<file path="config.mk">
export PLATFORM = sky130hd
export DESIGN_NAME = bzfo_top
export DESIGN_NICKNAME = d
export VERILOG_FILES = /design/src/logic/bzfo_pkg.sv /design/src/logic/bzfo_divider.sv /design/src/logic/bzfo_top.sv
export VERILOG_INCLUDE_DIRS = /design/src /design/src/logic
export SDC_FILE = /design/constraint.sdc
export NUM_CORES = 1
export LEC_CHECK = 0
export BUFFER_PORTS_ARGS = -buffer_cell sky130_fd_sc_hd__buf_4
export CELL_PAD_IN_SITES_DETAIL_PLACEMENT = 0
export CELL_PAD_IN_SITES_GLOBAL_PLACEMENT = 1
export CORE_ASPECT_RATIO = 0.6
export CORE_MARGIN = 2
export CORE_UTILIZATION = 39
export DETAILED_ROUTE_END_ITERATION = 16
export PLACE_DENSITY = 0.93
export SLEW_MARGIN = 10
export SYNTH_ARGS = -nofsm -noshare
export SYNTH_HDL_FRONTEND = slang
export SYNTH_SLANG_ARGS = --single-unit
</file>
<file path="constraint.sdc">
create_clock -name sys_clk_i -period 2.2 [get_ports sys_clk_i]
set_input_delay 0.44 -clock sys_clk_i [delete_from_list [all_inputs] [get_ports sys_clk_i]]
set_output_delay 0.44 -clock sys_clk_i [all_outputs]
set_load 0.01 [all_outputs]
</file>
<file path="src/logic/bzfo_defines.svh">
// Register offsets, field positions, reset values and counts of the buzzer tone block.
`ifndef BZFO_DEFINES_SVH
`define BZFO_DEFINES_SVH

// ==========================================================================
// Register byte offsets
// ==========================================================================
`define BZFO_OFS_PWM_CTRL      4'h0
`define BZFO_OFS_PORT_DATA     4'h4
`define BZFO_OFS_PORT_DIR      4'h8
`define BZFO_OFS_TB_SRC        4'hC
`define BZFO_ADDR_WIDTH        4

// ==========================================================================
// Field positions
// ==========================================================================
`define BZFO_FREQ_LSB          0
`define BZFO_FREQ_MSB          2
`define BZFO_PIN_LSB           3
`define BZFO_PIN_MSB           4
`define BZFO_PWM_LSB           5
`define BZFO_PWM_MSB           7
`define BZFO_BIT6              6
`define BZFO_BIT7              7
`define BZFO_TB_LSB            0
`define BZFO_TB_MSB            1
`define BZFO_STAT_IN6          0
`define BZFO_STAT_IN7          1
`define BZFO_STAT_TONE         2

// ==========================================================================
// Reset values
// ==========================================================================
`define BZFO_RST_PWM_CTRL      8'h00
`define BZFO_RST_PORT_DATA     2'h0
`define BZFO_RST_PORT_DIR      2'h3
`define BZFO_RST_TB_SRC        2'h0

// ==========================================================================
// Counts
// ==========================================================================
`define BZFO_SYS_PRESCALE      4
`define BZFO_DIV_WIDTH         9
`define BZFO_FREQ_BASE_BIT     1

`endif

</file>
<file path="src/logic/bzfo_pkg.sv">
// Types shared by the buzzer tone block.
package bzfo_pkg;

    typedef enum logic [1:0] {
        BZFO_PIN_IO      = 2'h0,
        BZFO_PIN_SINGLE  = 2'h1,
        BZFO_PIN_RSVD    = 2'h2,
        BZFO_PIN_PAIR    = 2'h3
    } bzfo_pin_mode_type;

    typedef enum logic [1:0] {
        BZFO_TB_EXT_XTAL = 2'h0,
        BZFO_TB_INT_RC   = 2'h1,
        BZFO_TB_SYS_DIV  = 2'h2,
        BZFO_TB_SYS_ALT  = 2'h3
    } bzfo_tb_src_type;

endpackage

</file>
<file path="src/logic/bzfo_divider.sv">
// Free-running power-of-two divider that turns time-base ticks into the buzzer tone.
`timescale 1ns/10ps
`include "bzfo_defines.svh"

module bzfo_divider #(
    parameter int WIDTH = `BZFO_DIV_WIDTH
) (
    input  wire logic       sys_clk_i,
    input  wire logic       nrst_i,
    input  wire logic       tick_i,
    input  wire logic [2:0] freq_sel_i,
    output logic            tone_o
);

    logic [WIDTH-1:0] count;
    logic [WIDTH-1:0] next_count;
    logic             next_tone;

    // ======================================================================
    // Counter and tap selection
    // ======================================================================
    always_comb begin
        next_count = tick_i ? WIDTH'(count + 1'b1) : count; // RL11
        next_tone  = count[4'(freq_sel_i) + 4'(`BZFO_FREQ_BASE_BIT)]; // RL1
    end

    always_ff @(posedge sys_clk_i or negedge nrst_i) begin
        if (!nrst_i) begin
            count  <= '0;
            tone_o <= 1'b0;
        end else begin
            count  <= next_count;
            tone_o <= next_tone;
        end
    end

endmodule // bzfo_divider

</file>
<file path="src/logic/bzfo_top.sv">
// Buzzer tone generator with its pin-sharing logic and Avalon-MM register slave.
//
// Summary of operation
// RL1: Tone is time-base clock divided by 2^(code+2), code 000 to 111.
// RL2: Pin-mode field: 00 both I/O, 01 bit6 buzzer, 11 pair, 10 reserved.
// RL3: In pair mode bit7 pin carries the inverse of the bit6 tone.
// RL4: Pair mode, both outputs: tone only while bit6 data is 1, else low.
// RL5: Bit7 data bit has no effect while bit7 acts as inverted buzzer.
// RL6: Single mode: bit6 toned when output and data 1, low when data 0.
// RL7: A pin whose direction bit says input is always an input.
// RL8: Bit6 input and bit7 output: bit7 driven from its own data bit.
// RL9: Time base from external crystal, internal RC, or system clock over 4.
// RL10: Software sets both directions to output and gates the pair with bit6 data.
// RL11: Divider is a free-running counter; control register clears at reset.
`timescale 1ns/10ps
`include "bzfo_defines.svh"

module bzfo_top #(
    parameter int DIV_WIDTH = `BZFO_DIV_WIDTH
) (
    input  wire logic        sys_clk_i,
    input  wire logic        nrst_i,
    // Avalon-MM slave.
    input  wire logic [3:0]  avs_address_i,
    input  wire logic        avs_read_i,
    input  wire logic        avs_write_i,
    input  wire logic [31:0] avs_writedata_i,
    input  wire logic [3:0]  avs_byteenable_i,
    output logic [31:0]      avs_readdata_o,
    output logic             avs_waitrequest_o,
    // Time-base sources, sampled as synchronous levels.
    input  wire logic        ext_low_xtal_i,
    input  wire logic        int_low_rc_i,
    // Shared port pins.
    input  wire logic        port_a_bit6_i,
    output logic             port_a_bit6_o,
    output logic             port_a_bit6_oe_o,
    input  wire logic        port_a_bit7_i,
    output logic             port_a_bit7_o,
    output logic             port_a_bit7_oe_o
);

    // ======================================================================
    // Local functions
    // ======================================================================
    // Rising-edge detect of a sampled level.
    function automatic logic rise(input logic now, input logic was);
        rise = now & ~was;
    endfunction

    // Byte lane 0 write strobe for a given register offset.
    function automatic logic hit(input logic [3:0] addr, input logic [3:0] ofs, input logic strobe,
                                 input logic lane0);
        hit = strobe & lane0 & (addr == ofs);
    endfunction

    // ======================================================================
    // Bus handshake
    // ======================================================================
    // Every access holds one wait cycle; the second edge completes it.
    // Read data are registered in that wait cycle, so there is no combinational
    // path from the register file to the read data port.
    logic bus_ack;
    logic next_bus_ack;
    logic bus_req;
    logic bus_done;

    assign bus_req           = avs_read_i | avs_write_i;
    assign avs_waitrequest_o = bus_req & ~bus_ack;
    assign bus_done          = bus_req & bus_ack;
    // Acknowledge drops at the completing edge, so back-to-back requests are safe.

    always_comb begin
        next_bus_ack = bus_req & ~bus_ack;
    end

    always_ff @(posedge sys_clk_i or negedge nrst_i) begin
        if (!nrst_i) begin
            bus_ack <= 1'b0;
        end else begin
            bus_ack <= next_bus_ack;
        end
    end

    // ======================================================================
    // Registers
    // ======================================================================
    logic [7:0]              pwm_ctrl;
    logic [7:0]              next_pwm_ctrl;
    logic [1:0]              port_data;
    logic [1:0]              next_port_data;
    logic [1:0]              port_dir;
    logic [1:0]              next_port_dir;
    bzfo_pkg::bzfo_tb_src_type tb_src;
    bzfo_pkg::bzfo_tb_src_type next_tb_src;
    logic                    wr_go;

    assign wr_go = avs_write_i & bus_done;

    // Only byte lane 0 carries register bits; a write without it is dropped.
    // Direction bits are stored as written: a 1 makes the pin an input.
    // The control register clears at reset, so both pins start as plain I/O.
    always_comb begin
        next_pwm_ctrl  = pwm_ctrl;
        next_port_data = port_data;
        next_port_dir  = port_dir;
        next_tb_src    = tb_src;
        if (hit(avs_address_i, `BZFO_OFS_PWM_CTRL, wr_go, avs_byteenable_i[0])) begin
            next_pwm_ctrl = avs_writedata_i[7:0];
        end
        if (hit(avs_address_i, `BZFO_OFS_PORT_DATA, wr_go, avs_byteenable_i[0])) begin
            next_port_data = avs_writedata_i[`BZFO_BIT7:`BZFO_BIT6];
        end
        if (hit(avs_address_i, `BZFO_OFS_PORT_DIR, wr_go, avs_byteenable_i[0])) begin
            next_port_dir = avs_writedata_i[`BZFO_BIT7:`BZFO_BIT6]; // RL7
        end
        if (hit(avs_address_i, `BZFO_OFS_TB_SRC, wr_go, avs_byteenable_i[0])) begin
            next_tb_src = bzfo_pkg::bzfo_tb_src_type'(avs_writedata_i[`BZFO_TB_MSB:`BZFO_TB_LSB]);
        end
    end

    always_ff @(posedge sys_clk_i or negedge nrst_i) begin
        if (!nrst_i) begin
            pwm_ctrl  <= `BZFO_RST_PWM_CTRL; // RL11
            port_data <= `BZFO_RST_PORT_DATA;
            port_dir  <= `BZFO_RST_PORT_DIR;
            tb_src    <= bzfo_pkg::bzfo_tb_src_type'(`BZFO_RST_TB_SRC);
        end else begin
            pwm_ctrl  <= next_pwm_ctrl;
            port_data <= next_port_data;
            port_dir  <= next_port_dir;
            tb_src    <= next_tb_src;
        end
    end

    // ======================================================================
    // Read data
    // ======================================================================
    // Data is captured in the wait cycle and stands at the completing edge.
    logic [31:0] next_readdata;
    logic [2:0]  status;
    logic        tone;

    // The status bits let software see both pin levels and the live tone.
    // They are sampled in the wait cycle like every other register.
    assign status = {tone, port_a_bit7_i, port_a_bit6_i};

    always_comb begin
        // Read data hold their last value between reads.
        next_readdata = avs_readdata_o;
        if (avs_read_i & ~bus_ack) begin
            next_readdata = 32'h0000_0000;
            unique case (avs_address_i)
                `BZFO_OFS_PWM_CTRL: begin
                    next_readdata[7:0] = pwm_ctrl;
                end
                `BZFO_OFS_PORT_DATA: begin
                    next_readdata[`BZFO_BIT7:`BZFO_BIT6] = port_data;
                    next_readdata[`BZFO_STAT_TONE:`BZFO_STAT_IN6] = status;
                end
                `BZFO_OFS_PORT_DIR: begin
                    next_readdata[`BZFO_BIT7:`BZFO_BIT6] = port_dir;
                end
                `BZFO_OFS_TB_SRC: begin
                    next_readdata[`BZFO_TB_MSB:`BZFO_TB_LSB] = tb_src;
                end
                // Unmapped offsets read as zero.
                default: begin
                    next_readdata = 32'h0000_0000;
                end
            endcase
        end
    end

    always_ff @(posedge sys_clk_i or negedge nrst_i) begin
        if (!nrst_i) begin
            avs_readdata_o <= 32'h0000_0000;
        end else begin
            avs_readdata_o <= next_readdata;
        end
    end

    // ======================================================================
    // Time-base selection
    // ======================================================================
    logic       xtal_q;
    logic       rc_q;
    logic [1:0] pre_cnt;
    logic       next_xtal_q;
    logic       next_rc_q;
    logic [1:0] next_pre_cnt;
    logic       sys_tick;
    logic       tb_tick;

    // The slow sources are levels counted on their rising edges, so the divider
    // advances once per time-base period whatever the source.
    // Both system clock codes give the divided-by-four tick.
    assign sys_tick = (pre_cnt == 2'(`BZFO_SYS_PRESCALE - 1));

    always_comb begin
        // The source levels are kept one cycle to find their rising edges.
        next_xtal_q  = ext_low_xtal_i;
        next_rc_q    = int_low_rc_i;
        next_pre_cnt = sys_tick ? 2'h0 : 2'(pre_cnt + 1'b1);
        unique case (tb_src) // RL9
            bzfo_pkg::BZFO_TB_EXT_XTAL: tb_tick = rise(ext_low_xtal_i, xtal_q);
            bzfo_pkg::BZFO_TB_INT_RC:   tb_tick = rise(int_low_rc_i, rc_q);
            bzfo_pkg::BZFO_TB_SYS_DIV:  tb_tick = sys_tick;
            bzfo_pkg::BZFO_TB_SYS_ALT:  tb_tick = sys_tick;
        endcase
    end

    always_ff @(posedge sys_clk_i or negedge nrst_i) begin
        if (!nrst_i) begin
            xtal_q  <= 1'b0;
            rc_q    <= 1'b0;
            pre_cnt <= 2'h0;
        end else begin
            xtal_q  <= next_xtal_q;
            rc_q    <= next_rc_q;
            pre_cnt <= next_pre_cnt;
        end
    end

    // ======================================================================
    // Tone divider
    // ======================================================================
    // The divider runs freely; a new frequency code only moves the tap, so
    // the period in progress may once come out shorter or longer.
    bzfo_divider #(
        .WIDTH      (DIV_WIDTH)
    ) u_divider (
        .sys_clk_i  (sys_clk_i),
        .nrst_i     (nrst_i),
        .tick_i     (tb_tick),
        .freq_sel_i (pwm_ctrl[`BZFO_FREQ_MSB:`BZFO_FREQ_LSB]),
        .tone_o     (tone)
    );

    // ======================================================================
    // Pin function
    // ======================================================================
    // Direction bit 0 means output; the reserved mode acts as plain I/O.
    bzfo_pkg::bzfo_pin_mode_type pin_mode;
    logic next_pin6;
    logic next_pin7;
    logic next_oe6;
    logic next_oe7;
    logic buzz6;
    logic buzz7;

    // The pins are registered so that the pads never see a decode glitch.
    // The tone reaches a pin two edges after the divider counter steps.
    assign pin_mode = bzfo_pkg::bzfo_pin_mode_type'(pwm_ctrl[`BZFO_PIN_MSB:`BZFO_PIN_LSB]);

    always_comb begin
        unique case (pin_mode) // RL2
            bzfo_pkg::BZFO_PIN_SINGLE: begin
                buzz6 = 1'b1;
                buzz7 = 1'b0;
            end
            bzfo_pkg::BZFO_PIN_PAIR: begin
                buzz6 = 1'b1;
                buzz7 = ~port_dir[0]; // RL8
            end
            // The reserved pin-mode code falls back to plain I/O.
            bzfo_pkg::BZFO_PIN_IO, bzfo_pkg::BZFO_PIN_RSVD: begin
                buzz6 = 1'b0;
                buzz7 = 1'b0;
            end
        endcase
        next_oe6  = ~port_dir[0]; // RL7
        next_oe7  = ~port_dir[1]; // RL7
        next_pin6 = buzz6 ? (port_data[0] & tone) : port_data[0]; // RL6
        // The paired pin is gated by the bit-6 data bit only.
        next_pin7 = buzz7 ? (port_data[0] & ~tone) : port_data[1]; // RL3 RL4 RL5
        if (!next_oe6) begin
            next_pin6 = 1'b0;
        end
        if (!next_oe7) begin
            next_pin7 = 1'b0;
        end
    end

    always_ff @(posedge sys_clk_i or negedge nrst_i) begin
        if (!nrst_i) begin
            port_a_bit6_o    <= 1'b0;
            port_a_bit7_o    <= 1'b0;
            // Both pins are released at reset and act as inputs.
            port_a_bit6_oe_o <= 1'b0;
            port_a_bit7_oe_o <= 1'b0;
        end else begin
            port_a_bit6_o    <= next_pin6;
            port_a_bit7_o    <= next_pin7;
            port_a_bit6_oe_o <= next_oe6;
            port_a_bit7_oe_o <= next_oe7;
        end
    end

endmodule // bzfo_top

</file>
==> results of run 1 <==
## stage by stage
stage | total power, uW | worst slack (ns) | utilization | std cells
after global routing | 2210 | 0.520 | 0.469 | 283
after floorplan | 1280 | 0.698 | - | 206
after CTS | 2110 | 0.595 | 0.469 | 283
final | 2090 | 0.587 | 0.469 | 283
after detailed placement | 1390 | 0.538 | 0.443 | 275
after global placement | 1380 | 0.544 | 0.443 | 275
## power by group through the flow
stage          clock (uW)  combinational, uW  sequential, uW
2_1_floorplan           0                304             975
3_3_place_gp            0                374            1000
3_5_place_dp            0                383            1010
4_1_cts               730                387             992
5_1_grt               765                428            1020
6_report              712                386             995
## state kept, by name, indices dropped and copies added (netlist names), 2 cells and up
| signal | flops |
|---|---|
| avs_readdata_o | 8 |
| port_data | 2 |
| u_divider.count | 9 |
| pwm_ctrl | 8 |
| pre_cnt | 2 |
| port_dir | 2 |
| tb_src | 2 |
## worst max-delay path, delay by kind of cell (launching register included)
kind            cells  cell delay [ns]
flops               1             0.50
compound gates      2             0.48
simple gates        1             0.15
fa+ha+maj           1             0.38
## cell usage in the layout, fill, tap and decap left out, types with 2 or more instances in the layout
master	count
mux2_4	8
dfrtp_1	39
a22oi_1	2
nand4_1	5
nor2b_1	3
xnor2_1	7
and3_1	6
a21oi_1	5
nor2_1	10
buf_4	33
mux2i_1	3
dfstp_2	2
inv_1	3
ha_1	3
o21ai_0	11
nand3_1	2
conb_1	24
clkbuf_8	5
bufinv_16	2
nand2b_1	2
mux2_2	8
nand2_1	19
## logic make-up (layout without fill, tap and decap cells)
logic type,Yosys count,in the layout,share of synthesized area
other,1,24,0.00181
adder cells (fa/ha/maj),3,3,0.0181
multiplexers,20,20,0.127
AND/OR/NAND/NOR,54,54,0.140
flip-flops,41,41,0.495
XOR/XNOR,8,8,0.0338
AO/OA/AOI/OAI,23,23,0.0669
buffers and inverters,33,44,0.118
## worst max path at each step
stage | depth (start not counted) | to | slack, ns | start
floorplan | 5 | pwm_ctrl[0] | 0.70 | avs_address_i[3]
global placement | 4 | pwm_ctrl[7] | 0.54 | avs_address_i[1]
detailed placement | 4 | pwm_ctrl[0] | 0.54 | avs_address_i[1]
CTS | 4 | u_divider.tone_o | 0.59 | pwm_ctrl[0]
global route | 4 | u_divider.count[8] | 0.52 | tb_src[1]
finish | 4 | u_divider.tone_o | 0.59 | pwm_ctrl[0]
## layer usage
layer  wire length [um]  share of wire
met1               2050           0.53
met2               1570           0.40
met3                265          0.068
met4                  9         0.0023
met5                  0              0
## area by class of cell
| type | count | area share |
|---|---|---|
| Multi-Input combinational cell | 132 | 0.372 |
| Tap cell | 66 | 0.0345 |
| Sequential cell | 41 | 0.430 |
| Inverter | 3 | 0.00470 |
| Clock inverter | 3 | 0.0272 |
| Timing Repair Buffer | 33 | 0.104 |
| Clock buffer | 5 | 0.0288 |
==> impl_metrics.toml, run 1 <==
[clock_network]
cts.clk_slew.worst_paths_ns = 0.08
cts_tree = "yes"
cts_root_buf = "clkbuf_8"
clock_latency_ns = 0.29
cts_made_buffers = 5
cts_hold_buf = 0
postCtsSetupBuffers = 0
ctsHtreeMaxLevel = 2
clockBufferDepth = 2
post_cts_resized = 0
clock_sinks = 41

[sta]
fin_crit_sh = 0.733
finalSetupViolCount = 0
relSlewSlack = 0.666
rsz0062_at_grt = "false"
max_freq_mhz = 620
post-route-min-period_ns = 1.61
drv_slew = 0
finalClockSkew_ns = 0.00563
whs_ns = 0.113
worst_pin_slew_ns = 0.502
fin_setup_tns_ns = 0
finalHoldViolCount = 0

[floorplan]
start_util = 0.407
die_h_um = 60.5
rows = 20
die-area_mm2 = 0.00594
io_pins = 85
die_w_um = 98.2
core_area_mm2 = 0.00510

[global_route]
grt.total_usage = 0.140
grt_use_met2 = 0.166
top_usage_layer = "met1"
grt_pass1_vias = 1180
met1_usage = 0.231
grt_pass1_wl_mm = 6.20
grtUsageMet3 = 0.0472
grt_max_degree = 42
grt.overflow.total = 0
antenna_found_initial = 0

[critical_path]
regToRegSetupSlack_ns = 0.59
max_stage_delay_ns = 0.50
slowest_stage = "dfrtp_1"
arrival_ns = 1.79
critical_path_class = "reg2reg"
worst_r2r_path_depth = 4
crit_path_end_kind = "flip-flop"
worstReg2RegStart = "pwm_ctrl[0]"
r2r-end = "u_divider.tone_o"
cp-start-kind = "flip-flop"
path_cells = "ha_1, nor2b_1, o32a_1, o22a_1"
worst-path-max-fanout = 8
worstPathRequired_ns = 2.38

[route]
via_per_inst = 4.80
first_iter_violations = 75
drt_wl_total_mm = 3.90
vias = 1358
drc = 0
ant_nets = 0
first_pass_iters = 4
routedWlPerCell_um = 13.8

[power_and_ir_drop]
ir_worst_vdd_uv = 485
p_comb_frac = 0.184
seq_power_share = 0.476
power.share.switching = 0.268
p_leak_uw = 0.00114
cellPowerDensity_mw_per_mm2 = 875
intPower_uw = 1530
p_sw_uw = 561
clock_power_share = 0.340

[cells_and_area]
multi_input_area_um2 = 890
fin_nets = 267
seq_area_mm2 = 0.00103
insertedDiodeCount = 0
area_delta_synth_final_pct = 15.3
nFillCells = 488
drive_above_1_share = 0.290
postLayoutCellArea_mm2 = 0.00239

[synthesis]
syn_area_mm2 = 0.00208
yosys-top-cells-count = "dfrtp_1 (39), buf_4 (25), nand2_1 (19)"
synth_area_leaders = "dfrtp_1 (47%), buf_4 (9.0%), mux2_4 (5.8%), mux2_2 (4.3%), nand2_1 (3.4%)"
seq_area_frac_synth = 0.495
synth-async-reset-ratio = 1.00
avgSynthCellArea_um2 = 11.3
ys.flop_type = "dfrtp_1"
synth.distinct_cells = 38
yosys.area.top_type = "dfrtp_1"
yosys.cell_count.top_type = "dfrtp_1"
synth_seq_cells = 41
synth-edff-count = 0
synth_top_area_frac = 0.470
yosysWarningCount = 0
synthesis.instances = 183

[outcome]
status = "completed"

[run]
drv_cap = 0

[hold_path]
worstHoldPathType = "in2async"

[place]
place_hpwl_mm = 2.97
place_area_mm2 = 0.00226
port_buffers = 33
place.gp.congestion = 0.754
Power figures use the tool's default switching activity.
==> inputs of run 2 (changes only) <==
CORE_UTILIZATION = 36   (was 39)
PLACE_DENSITY = 0.87   (was 0.93)
clock period = 1.7 ns   (was 2.2 ns; I/O delays follow)
==> run 2 against run 1 <==
  * Clock power decreased by 14%
  * Sequential cell count stayed put
  * Non-clock buffer count up 4
  * Die area up 7.9%
==> impl_metrics.toml, run 2 (same netlist as run 1, synthesis figures left out) <==
[route]
ant_nets = 0
drt_wl_total_mm = 4.04
drc = 0
via_per_inst = 4.51
first_pass_iters = 4
routedWlPerCell_um = 13.4
first_iter_violations = 59
vias = 1358

[run]
drv_cap = 0

[power_and_ir_drop]
seq_power_share = 0.533
p_comb_frac = 0.215
ir_worst_vdd_uv = 318
cellPowerDensity_mw_per_mm2 = 1010
intPower_uw = 1700
power.share.switching = 0.297
clock_power_share = 0.252
p_sw_uw = 717
p_leak_uw = 0.00113

[global_route]
antenna_found_initial = 0
grt.overflow.total = 0
grt.total_usage = 0.141
grt_pass1_vias = 1392
grt_max_degree = 42
grt_pass1_wl_mm = 6.89

[cells_and_area]
mostFrequentLayoutCell = "dfrtp_1"
regMostFlops = "u_divider.count"
insertedDiodeCount = 0
fin_nets = 271
drive_above_1_share = 0.299
final_cells = 301
final_cell_mix = "dfrtp_1 (39), buf_4 (37), conb_1 (24)"
largest_register_ffs = 9
top_regs = "u_divider.count x9, avs_readdata_o x8, pwm_ctrl x8"
nFillCells = 563
area_delta_synth_final_pct = 15.1

[critical_path]
arrival_ns = 1.73
slowest_stage = "dfrtp_1"
worstPathRequired_ns = 1.87
crit_path_end_kind = "flip-flop"
critical_path_class = "reg2reg"
path_cells = "nor4b_1, a211o_1, nand4_1, xnor2_1"
max_stage_delay_ns = 0.43
cp-start-kind = "flip-flop"
worst-path-max-fanout = 9

[sta]
post-route-min-period_ns = 1.56
worst_pin_slew_ns = 0.518
finalClockSkew_ns = 0.00552
finalHoldViolCount = 0
drv_slew = 0
finalSetupViolCount = 0
max_freq_mhz = 642
fin_crit_sh = 0.916
fin_ws_ns = 0.143
rsz0062_at_grt = "false"
relSlewSlack = 0.655
fin_setup_tns_ns = 0

[clock_network]
clockBufferDepth = 2
post_cts_resized = 0
cts_made_buffers = 5
clock_sinks = 41
cts_root_buf = "clkbuf_8"
cts.clk_slew.worst_paths_ns = 0.08
ctsHtreeMaxLevel = 2
cts_tree = "yes"
postCtsSetupBuffers = 0
clock_latency_ns = 0.29
cts_hold_buf = 0

[place]
place.gp.congestion = 0.775
place_inst = 293
place_hpwl_mm = 3.13
port_buffers = 33
post-place-ws_ns = 0.173

[hold_path]
worstHoldPathType = "in2async"

[floorplan]
die_w_um = 102
start_util = 0.373
die_h_um = 62.8
rows = 21
io_pins = 85
core_area_mm2 = 0.00557
die-area_mm2 = 0.00641

[outcome]
status = "completed"
[run 2: cell count changes in the layout (fill, tap and decap cells not counted)]
cell	delta
buf_4	+4
bufinv_16	-2
clkbuf_1	+1
clkinv_2	+1
[run 2: critical path, delay by kind of cell, from the launching register on]
family	cells	cell delay, ns
and+or+nand+nor	2	0.50
DFF	1	0.43
xor gates and xnor gates	1	0.17
AOI/OAI and AO/OA	1	0.35
[run 2: metrics by stage]
stage	hold slack [ns]	util	power, uW	area [um^2]
2_1_floorplan	0.0444	-	1660	2160
3_3_place_gp	0.354	0.414	1800	2310
3_5_place_dp	0.354	0.414	1820	2310
4_1_cts	0.0388	0.429	2440	2390
5_1_grt	0.0589	0.429	2570	2390
6_report	0.0149	0.429	2410	2390
[run 2: final timing paths]
kind	start	to	slack, ns	depth (start not counted)
worst min register to register	pre_cnt[0]	pre_cnt[0]	0.43	1
max in group asynchronous	nrst_i	port_dir[0]	1.31	1
worst min-delay path	nrst_i	avs_readdata_o[5]	0.01	1
worst max register to register	tb_src[1]	u_divider.count[7]	0.14	4
worst max-delay path	tb_src[1]	u_divider.count[7]	0.14	4
min in group sys_clk_i	ext_low_xtal_i	xtal_q	0.16	1
[run 2: metal layers]
metal | GRT usage | vias up | share of wire
li1 | - | 656 | -
met1 | 0.214 | 665 | 0.51
met2 | 0.195 | 35 | 0.43
met3 | 0.0380 | 2 | 0.057
met4 | 0.0400 | 0 | 0.0077
met5 | 0 | - | 0
[run 2: final cells by class]
class / instances / area, um^2 / area share
clock buffer: 6 / 72.6 / 0.0304
clock inverter: 2 / 10.0 / 0.00419
inverter: 3 / 11.3 / 0.00471
multi-input combinational: 132 / 890 / 0.372
sequential: 41 / 1030 / 0.430
tap: 80 / 100 / 0.0419
timing repair buffer: 37 / 278 / 0.116
[run 2: power by group through the flow]
stage | Combinational (uW) | Clock (uW) | Sequential [uW]
after floorplan | 394 | 0 | 1260
after global placement | 509 | 0 | 1290
after detailed placement | 520 | 0 | 1300
after CTS | 522 | 633 | 1280
after global routing | 584 | 672 | 1310
final | 519 | 609 | 1290
==> inputs of run 3 (changes only) <==
CORE_UTILIZATION = 37   (was 36)
CTS_BUF_LIST = sky130_fd_sc_hd__clkbuf_8   (was unset)
PLACE_DENSITY = 0.89   (was 0.87)
==> run 3 against run 2 <==
  * Clock power rose by 54%
  * Final area rose by 1.6%
  * Clock skew barely moved
  * Routed wire length fell by 0.94%
  * Combinational power barely moved
  * Sequential share of layout area fell by 0.67 points
  * Hold slack got worse by 0.0026 ns
  * Critical path depth fell by 1
  * Non-clock buffer count did not move
  * Core utilization rose by 1.3 points
  * Sequential cell count did not move
  * Final cell count fell by 3.7%
==> impl_metrics.toml, run 3 (same netlist as run 1, synthesis figures left out) <==
[outcome]
status = "completed"

[critical_path]
cp-start-kind = "flip-flop"
slowest_stage = "dfrtp_1"
crit_path_end_kind = "flip-flop"
worst-path-max-fanout = 9
max_stage_delay_ns = 0.42
critical_path_class = "reg2reg"
path_cells = "nor4b_1, a211o_1, mux2_4"
arrival_ns = 1.75
worstPathRequired_ns = 1.88

[cells_and_area]
fin_nets = 271
final_cell_mix = "dfrtp_1 (39), buf_4 (37), conb_1 (24)"
nFillCells = 544
largest_register_ffs = 9
final_cells = 290
multi_input_area_um2 = 890
drive_above_1_share = 0.303
seq_area_mm2 = 0.00103
insertedDiodeCount = 0
area_delta_synth_final_pct = 16.9
top_regs = "u_divider.count x9, avs_readdata_o x8, pwm_ctrl x8"
mostFrequentLayoutCell = "dfrtp_1"
regMostFlops = "u_divider.count"

[sta]
finalHoldViolCount = 0
fin_setup_tns_ns = 0
post-route-min-period_ns = 1.57
finalClockSkew_ns = 0.00511
whs_ns = 0.0123
fin_ws_ns = 0.133
finalSetupViolCount = 0
fin_crit_sh = 0.922
drv_slew = 0
relSlewSlack = 0.656
rsz0062_at_grt = "false"
worst_pin_slew_ns = 0.516
max_freq_mhz = 638

[floorplan]
start_util = 0.378
die_w_um = 101
die-area_mm2 = 0.00625
io_pins = 85
die_h_um = 62.0
core_area_mm2 = 0.00549
rows = 21

[global_route]
grt.overflow.total = 0
grt_max_degree = 42
grt_pass1_wl_mm = 6.48
antenna_found_initial = 0
grt.total_usage = 0.139
grt_pass1_vias = 1237

[place]
place_inst = 282
place_hpwl_mm = 3.04
place.gp.congestion = 0.799
port_buffers = 33
post-place-ws_ns = 0.104

[route]
drc = 0
routedWlPerCell_um = 13.8
highest_layer = "met4"
wl_met1_mm = 2.17
first_pass_iters = 4
wl_met2_mm = 1.60
vias = 1368
ant_nets = 0
drt_wl_total_mm = 4.01
wl_met3_um = 201
via_per_inst = 4.72
first_iter_violations = 57

[clock_network]
cts_hold_buf = 0
post_cts_resized = 0
cts_made_buffers = 5
cts_tree = "yes"
cts.clk_slew.worst_paths_ns = 0.08
clockBufferDepth = 2
postCtsSetupBuffers = 0
ctsHtreeMaxLevel = 2
clock_sinks = 41
cts_root_buf = "clkbuf_8"
clock_latency_ns = 0.29

[power_and_ir_drop]
power.share.switching = 0.270
cellPowerDensity_mw_per_mm2 = 1130
seq_power_share = 0.467
p_comb_frac = 0.191
p_sw_uw = 739
ir_worst_vdd_uv = 379
clock_power_share = 0.343
intPower_uw = 1990
p_leak_uw = 0.00116

[hold_path]
worstHoldPathType = "in2async"

[run]
drv_cap = 0
-- run 3: cell count changes in the layout (fill, tap and decap cells not counted), sizes merged --
cell and change:
clkinv -1, bufinv +2, clkbuf -1
-- run 3: path summary, 6_finish.rpt --
path | start | cells past startpoint | slack, ns | end
worst max-delay path | tb_src[1] | 3 | 0.13 | u_divider.count[1]
worst min-delay path | nrst_i | 1 | 0.01 | avs_readdata_o[7]
worst max register to register | tb_src[1] | 3 | 0.13 | u_divider.count[1]
worst min register to register | pre_cnt[0] | 1 | 0.44 | pre_cnt[0]
max in group asynchronous | nrst_i | 1 | 1.31 | port_dir[0]
min in group sys_clk_i | ext_low_xtal_i | 1 | 0.16 | xtal_q
-- run 3: per-layer routing --
metal | vias up | GRT usage
met5 | - | 0
met4 | 0 | 0.0294
met3 | 4 | 0.0380
met2 | 35 | 0.185
met1 | 670 | 0.220
li1 | 659 | -
-- run 3: critical path, delay by kind of cell (launching register included) --
family,cells,cell delay (ns)
mux,1,0.33
flops,1,0.42
compound gates,1,0.37
simple gates,1,0.33
-- run 3: per-stage QoR --
stage,power [uW],area [um^2],util
after global placement,1800,2290,0.418
final,2730,2430,0.442
after floorplan,1660,2160,-
after CTS,2740,2430,0.442
after detailed placement,1820,2290,0.418
after global routing,2870,2430,0.442
-- run 3: area by class of cell --
cell class / count / area share
Inverter: 3 / 0.00464
Tap cell: 69 / 0.0356
Clock inverter: 3 / 0.0268
Clock buffer: 5 / 0.0284
Timing Repair Buffer: 37 / 0.114
Multi-Input combinational cell: 132 / 0.366
Sequential cell: 41 / 0.424
-- run 3: power by group through the flow --
stage	clock [uW]	sequential, uW	combinational [uW]
5_1_grt	982	1310	583
3_5_place_dp	0	1300	521
4_1_cts	945	1280	524
3_3_place_gp	0	1290	508
6_report	936	1280	521
2_1_floorplan	0	1260	394
